## src/verilog/acpc_cfg.svh

```systemverilog
// Constants for the channel pin configuration block: sizes, reset values, timing.
// Assumes a 200 MHz core clock; included by bare name.
`ifndef ACPC_CFG_SVH
`define ACPC_CFG_SVH

`define ACPC_NUM_CH        8
`define ACPC_CH_IDX_W      3
`define ACPC_CODE_W        16
`define ACPC_SAMPLE_W      17

// Reset values of the configuration fields
`define ACPC_PIN_CFG_RST   8'h00
`define ACPC_GPIO_DIR_RST  8'h00
`define ACPC_GPO_RST       8'h00
`define ACPC_DRIVE_RST     8'h00
`define ACPC_INT_REF_RST   1'b0
`define ACPC_RANGE_RST     1'b0

// Converter code limits
`define ACPC_CODE_FULL     16'hffff

// Timing figures in their own units
`define ACPC_CLK_MHZ       200
`define ACPC_T_RST_MS      5
`define ACPC_T_CONV_NS     950
`define ACPC_T_ACQ_NS      300

// Cycle counts: longest times round down, least times round up
`define ACPC_RST_CYCLES    (`ACPC_T_RST_MS * `ACPC_CLK_MHZ * 1000)
`define ACPC_CONV_CYCLES   ((`ACPC_T_CONV_NS * `ACPC_CLK_MHZ) / 1000)
`define ACPC_ACQ_CYCLES    ((`ACPC_T_ACQ_NS * `ACPC_CLK_MHZ + 999) / 1000)

`define ACPC_RST_CNT_W     20
`define ACPC_CONV_CNT_W    8

`endif

```

## src/verilog/acpc_pkg.sv

```systemverilog
// Types shared by the channel pin configuration block.
// No assumptions beyond a SystemVerilog package scope.
package acpc_pkg;

	typedef enum logic [0:0] {
		ACPC_ST_ACQ,
		ACPC_ST_CONV
	} acpc_conv_state_t;

endpackage

```

## src/verilog/acpc_top.sv

```systemverilog
// Channel pin configuration, reference and range settings, software reset.
// Assumes config writes arrive as one-cycle strobes from the serial register logic.
`timescale 1ns/1ps
`include "acpc_cfg.svh"

module acpc_top
	import acpc_pkg::*;
#(
	parameter int RST_CYCLES = `ACPC_RST_CYCLES
)
(
	input  wire logic                      core_clk,
	input  wire logic                      rst,
	input  wire logic                      cfg_wr,
	input  wire logic [`ACPC_NUM_CH-1:0]   cfg_pin_digital,
	input  wire logic [`ACPC_NUM_CH-1:0]   cfg_gpio_dir_out,
	input  wire logic [`ACPC_NUM_CH-1:0]   cfg_digital_output_levels,
	input  wire logic [`ACPC_NUM_CH-1:0]   cfg_output_drive_type_select,
	input  wire logic                      cfg_int_ref_en,
	input  wire logic                      cfg_range_2x,
	input  wire logic                      cfg_reset_bit,
	input  wire logic [`ACPC_NUM_CH-1:0]   pin_i,
	output logic      [`ACPC_NUM_CH-1:0]   pin_o,
	output logic      [`ACPC_NUM_CH-1:0]   pin_oe,
	output logic      [`ACPC_NUM_CH-1:0]   digital_input_levels,
	output logic      [`ACPC_NUM_CH-1:0]   chan_is_digital,
	output logic      [`ACPC_NUM_CH-1:0]   chan_is_output,
	output logic      [`ACPC_NUM_CH-1:0]   digital_output_levels,
	output logic      [`ACPC_NUM_CH-1:0]   output_drive_type_select,
	output logic                           int_ref_enable,
	output logic                           ext_ref_select,
	output logic                           range_2x,
	output logic                           reset_bit,
	input  wire logic                      conv_start,
	input  wire logic [`ACPC_CH_IDX_W-1:0] conv_channel,
	input  wire logic [`ACPC_SAMPLE_W-1:0] ana_sample_lsb,
	output logic                           conv_ready,
	output logic                           conv_busy,
	output logic                           conv_done,
	output logic      [`ACPC_CODE_W-1:0]   conv_result
);

	localparam logic [`ACPC_RST_CNT_W-1:0] RST_LAST = `ACPC_RST_CNT_W'(RST_CYCLES - 1);

	logic [`ACPC_NUM_CH-1:0]   pin_cfg_q, pin_cfg_d;
	logic [`ACPC_NUM_CH-1:0]   dir_q, dir_d;
	logic [`ACPC_NUM_CH-1:0]   gpo_q, gpo_d;
	logic [`ACPC_NUM_CH-1:0]   drive_q, drive_d;
	logic                      int_ref_q, int_ref_d;
	logic                      range_q, range_d;
	logic                      rst_busy_q, rst_busy_d;
	logic [`ACPC_RST_CNT_W-1:0] rst_cnt_q, rst_cnt_d;

	// Software reset holds the config registers, pin cell outputs and conversion timer in their reset state
	wire local_rst  = rst || rst_busy_q;
	wire cfg_take   = cfg_wr && !rst_busy_q;
	wire rst_start  = cfg_take && cfg_reset_bit;
	// Reset write stores none of its other fields
	wire cfg_load   = cfg_take && !cfg_reset_bit;
	wire rst_finish = rst_busy_q && (rst_cnt_q == RST_LAST);
	wire ch_analog  = !pin_cfg_q[conv_channel];
	wire conv_go    = conv_start && ch_analog;

	// Per-channel fields and the reference and range bits, written together on a config strobe
	assign pin_cfg_d = cfg_load ? cfg_pin_digital              : pin_cfg_q;
	assign dir_d     = cfg_load ? cfg_gpio_dir_out             : dir_q;
	assign gpo_d     = cfg_load ? cfg_digital_output_levels    : gpo_q;
	assign drive_d   = cfg_load ? cfg_output_drive_type_select : drive_q;
	assign int_ref_d = cfg_load ? cfg_int_ref_en               : int_ref_q;
	assign range_d   = cfg_load ? cfg_range_2x                 : range_q;

	always_comb begin
		rst_busy_d = rst_busy_q;
		rst_cnt_d  = rst_cnt_q;
		if (rst_start) begin
			rst_busy_d = 1'b1;
			rst_cnt_d  = '0;
		end else if (rst_finish) begin
			rst_busy_d = 1'b0;
			rst_cnt_d  = '0;
		end else if (rst_busy_q) begin
			rst_cnt_d  = rst_cnt_q + 1'b1;
		end
	end

	always_ff @(posedge core_clk) begin
		if (rst) begin
			rst_busy_q <= 1'b0;
			rst_cnt_q  <= '0;
		end else begin
			rst_busy_q <= rst_busy_d;
			rst_cnt_q  <= rst_cnt_d;
		end
	end

	always_ff @(posedge core_clk) begin
		if (local_rst) begin
			pin_cfg_q <= `ACPC_PIN_CFG_RST;
			dir_q     <= `ACPC_GPIO_DIR_RST;
			gpo_q     <= `ACPC_GPO_RST;
			drive_q   <= `ACPC_DRIVE_RST;
			int_ref_q <= `ACPC_INT_REF_RST;
			range_q   <= `ACPC_RANGE_RST;
		end else begin
			pin_cfg_q <= pin_cfg_d;
			dir_q     <= dir_d;
			gpo_q     <= gpo_d;
			drive_q   <= drive_d;
			int_ref_q <= int_ref_d;
			range_q   <= range_d;
		end
	end

	genvar gi;
	generate
		for (gi = 0; gi < `ACPC_NUM_CH; gi++) begin : g_ch
			acpc_pin_cell u_cell (
				.core_clk   (core_clk),
				.rst        (local_rst),
				.is_digital (pin_cfg_q[gi]),
				.is_output  (dir_q[gi]),
				.out_level  (gpo_q[gi]),
				.open_drain (drive_q[gi]),
				.pin_i      (pin_i[gi]),
				.pin_o      (pin_o[gi]),
				.pin_oe     (pin_oe[gi]),
				.in_level   (digital_input_levels[gi])
			);
		end
	endgenerate

	acpc_conv_timer u_conv (
		.core_clk   (core_clk),
		.rst        (local_rst),
		.start      (conv_go),
		.range_2x   (range_q),
		.sample_lsb (ana_sample_lsb),
		.ready      (conv_ready),
		.busy       (conv_busy),
		.done       (conv_done),
		.result     (conv_result)
	);

	assign chan_is_digital          = pin_cfg_q;
	assign chan_is_output           = dir_q;
	assign digital_output_levels    = gpo_q;
	assign output_drive_type_select = drive_q;
	assign int_ref_enable           = int_ref_q;
	assign ext_ref_select           = !int_ref_q;
	assign range_2x                 = range_q;
	assign reset_bit                = rst_busy_q;

	property p_rst_analog;
		@(posedge core_clk) disable iff (1'b0)
		rst |=> (pin_cfg_q == 8'h00) ##1 (pin_oe == 8'h00);
	endproperty
	a_rst_analog: assert property (p_rst_analog)
		else $error("channels not analog after reset");

	property p_analog_no_drive;
		@(posedge core_clk) disable iff (local_rst)
		##1 ((pin_oe & ~$past(pin_cfg_q)) == 8'h00);
	endproperty
	a_analog_no_drive: assert property (p_analog_no_drive)
		else $error("analog channel drives its pin");

	property p_input_no_drive;
		@(posedge core_clk) disable iff (local_rst)
		##1 ((pin_oe & ~$past(dir_q)) == 8'h00);
	endproperty
	a_input_no_drive: assert property (p_input_no_drive)
		else $error("input channel drives its pin");

	property p_in_levels_masked;
		@(posedge core_clk) disable iff (local_rst)
		##1 ((digital_input_levels & ~($past(pin_cfg_q) & ~$past(dir_q))) == 8'h00);
	endproperty
	a_in_levels_masked: assert property (p_in_levels_masked)
		else $error("input level shown on non-input channel");

	property p_push_pull_level;
		@(posedge core_clk) disable iff (local_rst)
		##1 (((pin_o ^ $past(gpo_q)) & pin_oe & ~$past(drive_q)) == 8'h00);
	endproperty
	a_push_pull_level: assert property (p_push_pull_level)
		else $error("push-pull output level wrong");

	property p_open_drain_low;
		@(posedge core_clk) disable iff (local_rst)
		##1 ((pin_o & $past(drive_q)) == 8'h00);
	endproperty
	a_open_drain_low: assert property (p_open_drain_low)
		else $error("open-drain channel driven high");

	property p_rst_ref_range;
		@(posedge core_clk) disable iff (1'b0)
		rst |=> (ext_ref_select && !int_ref_enable && !range_2x);
	endproperty
	a_rst_ref_range: assert property (p_rst_ref_range)
		else $error("reference or range not default after reset");

	property p_int_ref_cause;
		@(posedge core_clk) disable iff (rst)
		$rose(int_ref_enable) |-> $past(cfg_load) && $past(cfg_int_ref_en);
	endproperty
	a_int_ref_cause: assert property (p_int_ref_cause)
		else $error("internal reference enabled without write");

	property p_sw_rst_clear;
		@(posedge core_clk) disable iff (rst)
		rst_finish |=> !reset_bit && (pin_cfg_q == 8'h00) && !int_ref_enable;
	endproperty
	a_sw_rst_clear: assert property (p_sw_rst_clear)
		else $error("reset bit did not self-clear with defaults");

	property p_sw_rst_bound;
		@(posedge core_clk) disable iff (rst)
		reset_bit |-> (rst_cnt_q <= RST_LAST);
	endproperty
	a_sw_rst_bound: assert property (p_sw_rst_bound)
		else $error("software reset overran its time");

	property p_conv_back_acq;
		@(posedge core_clk) disable iff (local_rst)
		$fell(conv_busy) |-> conv_done ##1 !conv_busy;
	endproperty
	a_conv_back_acq: assert property (p_conv_back_acq)
		else $error("conversion end not followed by acquisition");

	property p_zero_code;
		@(posedge core_clk) disable iff (local_rst)
		(conv_busy && !$past(conv_busy) && ($past(ana_sample_lsb) == 17'h00000))
			|-> ##190 (conv_done && (conv_result == 16'h0000));
	endproperty
	a_zero_code: assert property (p_zero_code)
		else $error("zero input did not give zero code");

	property p_load_digital;
		@(posedge core_clk) disable iff (local_rst)
		cfg_load |=> (chan_is_digital == $past(cfg_pin_digital));
	endproperty
	a_load_digital: assert property (p_load_digital)
		else $error("channel use not taken from config write");

	property p_load_dir;
		@(posedge core_clk) disable iff (local_rst)
		cfg_load |=> (chan_is_output == $past(cfg_gpio_dir_out));
	endproperty
	a_load_dir: assert property (p_load_dir)
		else $error("channel direction not taken from config write");

	property p_load_out_level;
		@(posedge core_clk) disable iff (local_rst)
		cfg_load |=> (digital_output_levels == $past(cfg_digital_output_levels));
	endproperty
	a_load_out_level: assert property (p_load_out_level)
		else $error("output levels not taken from config write");

	property p_load_drive;
		@(posedge core_clk) disable iff (local_rst)
		cfg_load |=> (output_drive_type_select == $past(cfg_output_drive_type_select));
	endproperty
	a_load_drive: assert property (p_load_drive)
		else $error("drive type not taken from config write");

	property p_load_range;
		@(posedge core_clk) disable iff (local_rst)
		cfg_load |=> (range_2x == $past(cfg_range_2x));
	endproperty
	a_load_range: assert property (p_load_range)
		else $error("range not taken from config write");

	property p_push_pull_drives;
		@(posedge core_clk) disable iff (local_rst)
		##1 ((~pin_oe & $past(pin_cfg_q) & $past(dir_q) & ~$past(drive_q)) == 8'h00);
	endproperty
	a_push_pull_drives: assert property (p_push_pull_drives)
		else $error("push-pull output channel not driving");

	property p_sw_rst_start;
		@(posedge core_clk) disable iff (rst)
		rst_start |=> reset_bit;
	endproperty
	a_sw_rst_start: assert property (p_sw_rst_start)
		else $error("reset bit not set by reset write");

	property p_sw_rst_defaults;
		@(posedge core_clk) disable iff (rst)
		reset_bit |=> (chan_is_digital == 8'h00) && !int_ref_enable && !range_2x;
	endproperty
	a_sw_rst_defaults: assert property (p_sw_rst_defaults)
		else $error("defaults not restored by software reset");

	property p_digital_no_conv;
		@(posedge core_clk) disable iff (local_rst)
		(conv_start && !ch_analog && !conv_busy) |=> !conv_busy;
	endproperty
	a_digital_no_conv: assert property (p_digital_no_conv)
		else $error("conversion started on digital channel");

endmodule

```

## src/verilog/acpc_pin_cell.sv

```systemverilog
// One multiplexer channel: digital input sampling and output driver control.
// Assumes pin_i is asynchronous to core_clk and the pad resolves o/oe.
`timescale 1ns/1ps
`include "acpc_cfg.svh"

module acpc_pin_cell
	import acpc_pkg::*;
(
	input  wire logic core_clk,
	input  wire logic rst,
	input  wire logic is_digital,
	input  wire logic is_output,
	input  wire logic out_level,
	input  wire logic open_drain,
	input  wire logic pin_i,
	output logic      pin_o,
	output logic      pin_oe,
	output logic      in_level
);

	logic sync1_q, sync2_q, sync3_q;
	logic level_q;
	logic pin_o_q, pin_oe_q, in_level_q;
	wire  drive_on  = is_digital && is_output;
	wire  oe_d      = drive_on && (!open_drain || !out_level);
	wire  o_d       = drive_on && !open_drain && out_level;
	wire  in_lvl_d  = is_digital && !is_output && level_q;

	always_ff @(posedge core_clk) begin
		sync1_q <= pin_i;
		sync2_q <= sync1_q;
		sync3_q <= sync2_q;
	end

	// Level accepted only once two stages agree
	always_ff @(posedge core_clk) begin
		if (rst) begin
			level_q <= 1'b0;
		end else if (sync2_q == sync3_q) begin
			level_q <= sync3_q;
		end
	end

	always_ff @(posedge core_clk) begin
		if (rst) begin
			pin_o_q    <= 1'b0;
			pin_oe_q   <= 1'b0;
			in_level_q <= 1'b0;
		end else begin
			pin_o_q    <= o_d;
			pin_oe_q   <= oe_d;
			in_level_q <= in_lvl_d;
		end
	end

	assign pin_o    = pin_o_q;
	assign pin_oe   = pin_oe_q;
	assign in_level = in_level_q;

endmodule

```

## src/verilog/acpc_conv_timer.sv

```systemverilog
// Conversion sequencer: acquisition, timed conversion, result scaling.
// Assumes sample_lsb is the input voltage in steps of reference/65536.
`timescale 1ns/1ps
`include "acpc_cfg.svh"

module acpc_conv_timer
	import acpc_pkg::*;
(
	input  wire logic                      core_clk,
	input  wire logic                      rst,
	input  wire logic                      start,
	input  wire logic                      range_2x,
	input  wire logic [`ACPC_SAMPLE_W-1:0] sample_lsb,
	output logic                           ready,
	output logic                           busy,
	output logic                           done,
	output logic [`ACPC_CODE_W-1:0]        result
);

	localparam logic [`ACPC_CONV_CNT_W-1:0] CONV_LAST =
		`ACPC_CONV_CNT_W'(`ACPC_CONV_CYCLES - 1);
	localparam logic [`ACPC_CONV_CNT_W-1:0] ACQ_MIN =
		`ACPC_CONV_CNT_W'(`ACPC_ACQ_CYCLES);

	acpc_conv_state_t               state_q, state_d;
	logic [`ACPC_CONV_CNT_W-1:0]    cnt_q, cnt_d;
	logic [`ACPC_SAMPLE_W-1:0]      held_q;
	logic                           held_2x_q;
	logic [`ACPC_CODE_W-1:0]        result_q;
	logic                           done_q;

	wire acq_met  = (cnt_q >= ACQ_MIN);
	wire take     = (state_q == ACPC_ST_ACQ) && acq_met && start;
	wire conv_end = (state_q == ACPC_ST_CONV) && (cnt_q == CONV_LAST);
	// Straight binary; step is full scale / 2^16
	wire [`ACPC_CODE_W-1:0] code_1x = held_q[`ACPC_SAMPLE_W-1] ?
		`ACPC_CODE_FULL : held_q[`ACPC_CODE_W-1:0];
	wire [`ACPC_CODE_W-1:0] code_2x = held_q[`ACPC_SAMPLE_W-1:1];

	always_comb begin
		state_d = state_q;
		cnt_d   = cnt_q;
		case (state_q)
			ACPC_ST_ACQ: begin
				if (take) begin
					state_d = ACPC_ST_CONV;
					cnt_d   = '0;
				end else if (!acq_met) begin
					cnt_d = cnt_q + 1'b1;
				end
			end
			ACPC_ST_CONV: begin
				if (conv_end) begin
					state_d = ACPC_ST_ACQ;
					cnt_d   = '0;
				end else begin
					cnt_d = cnt_q + 1'b1;
				end
			end
			default: begin
				state_d = ACPC_ST_ACQ;
				cnt_d   = '0;
			end
		endcase
	end

	always_ff @(posedge core_clk) begin
		if (rst) begin
			state_q <= ACPC_ST_ACQ;
			cnt_q   <= '0;
		end else begin
			state_q <= state_d;
			cnt_q   <= cnt_d;
		end
	end

	always_ff @(posedge core_clk) begin
		if (rst) begin
			held_q    <= '0;
			held_2x_q <= 1'b0;
		end else if (take) begin
			held_q    <= sample_lsb;
			held_2x_q <= range_2x;
		end
	end

	always_ff @(posedge core_clk) begin
		if (rst) begin
			result_q <= '0;
			done_q   <= 1'b0;
		end else begin
			done_q <= conv_end;
			if (conv_end) begin
				result_q <= held_2x_q ? code_2x : code_1x;
			end
		end
	end

	assign ready  = (state_q == ACPC_ST_ACQ) && acq_met;
	assign busy   = (state_q == ACPC_ST_CONV);
	assign done   = done_q;
	assign result = result_q;

endmodule

```

## config.mk

```make
export PLATFORM = sky130hd
export DESIGN_NAME = acpc_top
export DESIGN_NICKNAME = d
export VERILOG_FILES = /design/src/verilog/acpc_pkg.sv /design/src/verilog/acpc_top.sv /design/src/verilog/acpc_pin_cell.sv /design/src/verilog/acpc_conv_timer.sv
export VERILOG_INCLUDE_DIRS = /design/src /design/src/verilog
export SDC_FILE = /design/constraint.sdc
export NUM_CORES = 1
export LEC_CHECK = 0
export BUFFER_PORTS_ARGS = -buffer_cell sky130_fd_sc_hd__buf_4
export CORE_MARGIN = 2
export CORE_UTILIZATION = 57
export DETAILED_ROUTE_END_ITERATION = 16
export PLACE_DENSITY = 0.84
export SYNTH_ARGS = -nofsm -noshare
export SYNTH_HDL_FRONTEND = slang
export SYNTH_SLANG_ARGS = --single-unit
```

## constraint.sdc

```tcl
create_clock -name core_clk -period 5.35 [get_ports core_clk]
set_input_delay 0.2675 -clock core_clk [delete_from_list [all_inputs] [get_ports core_clk]]
set_output_delay 0.2675 -clock core_clk [all_outputs]
set_load 0.02 [all_outputs]
```

-- Word level (Yosys, flattened, before mapping)
Cells that the tools add are included.
- magnitude comparators: 2
- add/subtract/negate cells: 2
- shift operators: 0
- divide/modulo/power cells: 0
- equality and inequality tests: 11
- multiplexer cells: 13
- $mul: 0
- bitwise logic cells: 1
- reductions and logical operators: 95
- operators by type and width (cell ; count):
    $logic_and 1x1->1 ; 56
    $mux 16 ; 2
    $logic_not 1->1 ; 28
    $mux 8 ; 3
    $add 20x1->20 const B ; 1
    $eq 20x20->1 const B ; 1
    $pmux 8 s2 ; 1
    $logic_or 1x1->1 ; 9
    $add 8x1->8 const B ; 1
    $eq 1x1->1 ; 8
    $eq 8x8->1 const B ; 1
    $ge 8x6->1 const B ; 1
    $mux 1 ; 5
    $lt 3x4->1 const B ; 1
    $bmux 1 s3 ; 1
    $ne 3x3->1 const B ; 1
    $reduce_or 3->1 ; 1
    $pmux 1 s2 ; 1
    $reduce_bool 2->1 ; 1
    $not 1->1 ; 1
- logic and storage cells: 194
- bits in latches: 0
- bits in registers: 155
- bits in read-only memories: 0
- memories: 0
- output and inout bits: 79
- RAM bits: 0

-- Logic depth before layout (Yosys ltp)
- depth after elaboration: 7
- gate-level depth with buffers: 8

-- Cells and area by module
Synthesis repeated with hierarchy kept, for this count alone.
- cells, all modules: 596
- area total of the unflattened synthesis: 5775.5 sq um
- by module, submodules not included (module ; instances ; cells an instance ; area each (sq um) ; sequential area each (sq um)):
    acpc_top ; 1 ; 274 ; 2240.9 ; 1101.1
    acpc_conv_timer ; 1 ; 210 ; 1903.1 ; 880.8
    acpc_pin_cell ; 8 ; 14 ; 203.9 ; 140.1

-- Least setup slack after synthesis
No wires, ideal clock.
- path type: flip-flop to flip-flop
- start: register rst_cnt_q[0]
- end: register rst_cnt_q[18]
- data arrival time: 1937 ps
- data required time: 5279 ps
- library setup time: 71 ps
- buffers on the path: 1
- period minus slack after synthesis: 2008 ps
- slack: 3342 ps
- cell stages (with the launch flop): 7
- cells stage by stage: dfxtp_1 -> ha_1 -> nand3_1 -> or4_1 -> clkbuf_1 -> or4_1 -> a21oi_1
- word-level cells in the longest chain between the ends: 3
- ends and longest elaborated chain (element ; RTL line ; text):
    start: declaration ; acpc_top.sv:52 ; logic [`ACPC_RST_CNT_W-1:0] rst_cnt_q, rst_cnt_d;
    start signal: assignment ; acpc_top.sv:92 ; rst_cnt_q <= rst_cnt_d;
    parallel branches: the longest is 3 deep, another holds $add 20x1->20 ; -- ;
Several ways; the timed one is not identified.
A chain may end at the register's enable or synchronous reset.

-- Final worst setup path
- start: register pin_cfg_q[4] (netlist: chan_is_digital[4])
- end: register u_conv.held_q[15]
- word-level cells in the longest chain between the ends: 5
- ends and longest elaborated chain (element ; RTL line ; text):
    start: declaration ; acpc_top.sv:45 ; logic [`ACPC_NUM_CH-1:0] pin_cfg_q, pin_cfg_d;
    start signal: assignment ; acpc_top.sv:98 ; pin_cfg_q <= `ACPC_PIN_CFG_RST;
    start signal: assignment ; acpc_top.sv:105 ; pin_cfg_q <= pin_cfg_d;
    $bmux 1 s3 ; acpc_top.sv:61 ; wire ch_analog = !pin_cfg_q[conv_channel];
    $mux 1 (implied by the code) ; acpc_top.sv:61 ;
    $logic_not 1->1 ; acpc_top.sv:61 ;
    $logic_and 1x1->1 ; acpc_top.sv:62 ; wire conv_go = conv_start && ch_analog;
    $logic_and 1x1->1 ; acpc_conv_timer.sv:33 ; wire take = (state_q == ACPC_ST_ACQ) && acq_met && start;
    end signal: assignment ; acpc_conv_timer.sv:82 ; held_q <= sample_lsb;
    end: declaration ; acpc_conv_timer.sv:27 ; logic [`ACPC_SAMPLE_W-1:0] held_q;
Every way passes these cells. The select of a mux whose other input is x is not followed.

==> out/qor.yml <==
drv_cap: 0
track_usage_pct: 26.4
swShare_pct: 23.6
fin_setup_tns_ns: 0
clk_pin_slew_worst_paths_ns: 0.07
synth.cell_area_sq_mm: 0.00610
rsz0062_at_grt: "false"
synth-main-ff-cell: "dfxtp_1"
num_io_pins: 146
crit_type: "reg -> reg"
holdWs_ns: 0.0126
syn_to_final_growth_pct: 30.3
ys_ff_latch: 155
drv_slew: 0
crit_path_start_kind: "flip-flop"
finalNonFillerCells: 962
worst_pin_slew_ns: 1.13
first_pass_iters: 6
drc: 0
antennaDiodeCount: 0
cp_top_family: "simple AND/OR/NAND/NOR gates"
drtAntennaViolNets: 0
fin_skew_ns: 0.0102
cts_root_buffer: "clkbuf_8"
ys_top_cells_by_area: "dfxtp_1, nand2_1, buf_4"
period_share_pct: 57.2
dieArea_sq_mm: 0.0116
endpoint_kind: "flip-flop"
worstPathArrival_ns: 3.50
cell_internal_pwr_uw: 1960
num_rows: 37
critPathSlowestCell: "nand3_1"
peakVddDrop_mv: 0.208
hold_path_class: "in -> reg"
place_inst: 875
dp_hpwl_mm: 9.46
critPathRequiredTime_ns: 5.79
sequentialPowerShare_pct: 47.0
max_stage_delay_ns: 0.99
portBuffers: 145
p_per_area_mw_per_mm2: 323
power_frac_comb_pct: 7.4
ys_types: 53
wire_per_inst_um: 15.6
numCtsBuffers: 17
outcome: "finished clean"
max_freq_ghz: 0.327
worst-path-buf-inv: 0
clk_latency_ns: 0.54
synth_seq_area_share_pct: 50.8
first_iter_violations: 476
worst-path-max-fanout: 19
switchingPower_uw: 605
syn_nets: 753
fp.dieH_um: 107
syn_avg_cell_area_sq_um: 8.95
final_layout_size_suffix_gt1_share_pct: 23.5
syn_inst: 682
holdBufCountCts: 55
initial_core_util_pct: 58.9
grt_max_degree: 68
synth_top_area_cell: "dfxtp_1"
setup_violations: 0
max-slew-margin-rel_pct: 24.4
async_reset_ff_share_pct: 0
overflow: 0
grt_pass1_wl_mm: 24.0
htree_num_levels: 4
ff2ff_setup_slack_ns: 2.29
cts_tree: "built"
synth_edf_count: 0
cts.path.max_buffers: 2
layout.nets: 884
post-route-min-period_ns: 3.06
routabilityCongestion: 0.877
finalHoldViolations: 0
core_sq_mm: 0.0104
post_cts_resized: 0
ys.warnings.count: 0
grt_pass1_vias: 4991
vias: 5269
dieWidth_um: 107
cts.sinks: 155
viasPerCell: 5.48
critical_path.cell_chain: "mux2_4 -> a222oi_1 -> nand3_1 -> mux2i_1"
drt-total-wl_mm: 15.0
synth.top_cell.area_share_pct: 50.8
cts_setup_buffers: 0
p_leak_uw: 0.00338
antenna_found_initial: 0
clockPowerShare_pct: 45.6
through the flow:
stage | area (sq um) | setup slack [ns] | power (uW) | utilization, %
2_1_floorplan | 6100 | 3.34 | 1320 | -
4_1_cts | 7960 | 2.33 | 2580 | 76.7
5_1_grt | 7960 | 2.05 | 2660 | 76.7
3_3_place_gp | 6820 | 2.44 | 1380 | 65.7
3_5_place_dp | 6820 | 2.30 | 1390 | 65.7
6_report | 7960 | 2.29 | 2570 | 76.7
area by class of cell:
class / instances / area [sq um]
Tap cell: 136 / 170
Clock inverter: 14 / 160
Inverter: 15 / 56.3
Multi-Input combinational cell: 422 / 2380
Sequential cell: 155 / 3100
Timing Repair Buffer: 202 / 1650
Clock buffer: 18 / 428
Fill cell: 687 / 2410
placed cells by master (no fill, tap or decap), types with 3 or more instances in the layout:
master	n
dlygate4sd3_1	55
mux2i_1	19
or3_1	21
xnor2_1	8
dfxtp_1	155
clkbuf_16	16
ha_1	4
o211ai_1	17
xor2_1	5
nand3_1	20
a21oi_1	78
nor2_1	21
nand4_1	7
inv_1	14
nand2_1	137
inv_6	3
a31o_2	4
o21ai_0	17
clkinv_4	4
and4b_1	8
nor3_1	6
clkinvlp_4	3
nor3b_1	8
buf_4	147
or4_1	5
cell usage after synthesis, drive strengths merged (3+ instances only):
library cell,n
or4,5
or3,21
dfxtp,155
nand3,20
xnor2,8
nand2,137
clkbuf,25
a21oi,78
nand4,7
nor3,6
inv,14
o21ai,17
ha,4
o211ai,17
nor3b,9
xor2,5
a31o,4
nor2,22
mux2i,19
mux2,3
buf,65
and4b,8
routing by layer:
metal | track usage [%] | wire length [um] | vias to the layer above
li1 | - | - | 2545
met1 | 30.4 | 5980 | 2479
met2 | 45.4 | 7490 | 208
met3 | 6.90 | 1090 | 37
met4 | 12.4 | 473 | 0
met5 | 0 | 0 | -
worst min-delay path: stages:
cell and delay, ns:
buf_4 0.11, nand2_1 0.05, mux2i_1 0.07
state kept, by name, summed over array words and instances, names as in the netlist:
| register | cells |
|---|---|
| chan_is_output | 8 |
| g_ch.u_cell.in_level | 8 |
| output_drive_type_select | 8 |
| u_conv.held_q | 17 |
| u_conv.held_2x_q | 1 |
| digital_output_levels | 8 |
| u_conv.done | 1 |
| g_ch.u_cell.sync1_q | 8 |
| g_ch.u_cell.pin_oe | 8 |
| u_conv.busy | 1 |
| reset_bit | 1 |
| g_ch.u_cell.sync2_q | 8 |
| int_ref_enable | 1 |
| g_ch.u_cell.level_q | 8 |
| u_conv.cnt_q | 8 |
| u_conv.result | 16 |
| chan_is_digital | 8 |
| g_ch.u_cell.pin_o | 8 |
| g_ch.u_cell.sync3_q | 8 |
| range_2x | 1 |
| rst_cnt_q | 20 |
power groups by stage:
stage / sequential (uW) / clock, uW / combinational [uW]
finish: 1210 / 1170 / 189
detailed placement: 1230 / 0 / 153
floorplan: 1220 / 0 / 94.8
global placement: 1230 / 0 / 150
CTS: 1210 / 1190 / 186
global route: 1210 / 1240 / 205
final timing paths:
path / startpoint / endpoint / cells past startpoint
hold / removal: ana_sample_lsb[15] / u_conv.held_q[15] / 3
hold reg to reg: g_ch[6].u_cell.sync1_q / g_ch[6].u_cell.sync2_q / 0
setup reg to reg: chan_is_digital[4] / u_conv.held_q[15] / 4
setup / recovery: chan_is_digital[4] / u_conv.held_q[15] / 4
kinds of logic after synthesis:
group | Yosys count | synth area share [%]
AO/OA/AOI/OAI | 134 | 13.0
buffers and inverters | 105 | 10.3
AND/OR/NAND/NOR | 249 | 19.5
XOR/XNOR | 13 | 1.87
multiplexers | 22 | 3.73
flip-flops | 155 | 50.8
adder cells (fa/ha/maj) | 4 | 0.820
No activity file was read; power rests on OpenSTA's default activity.
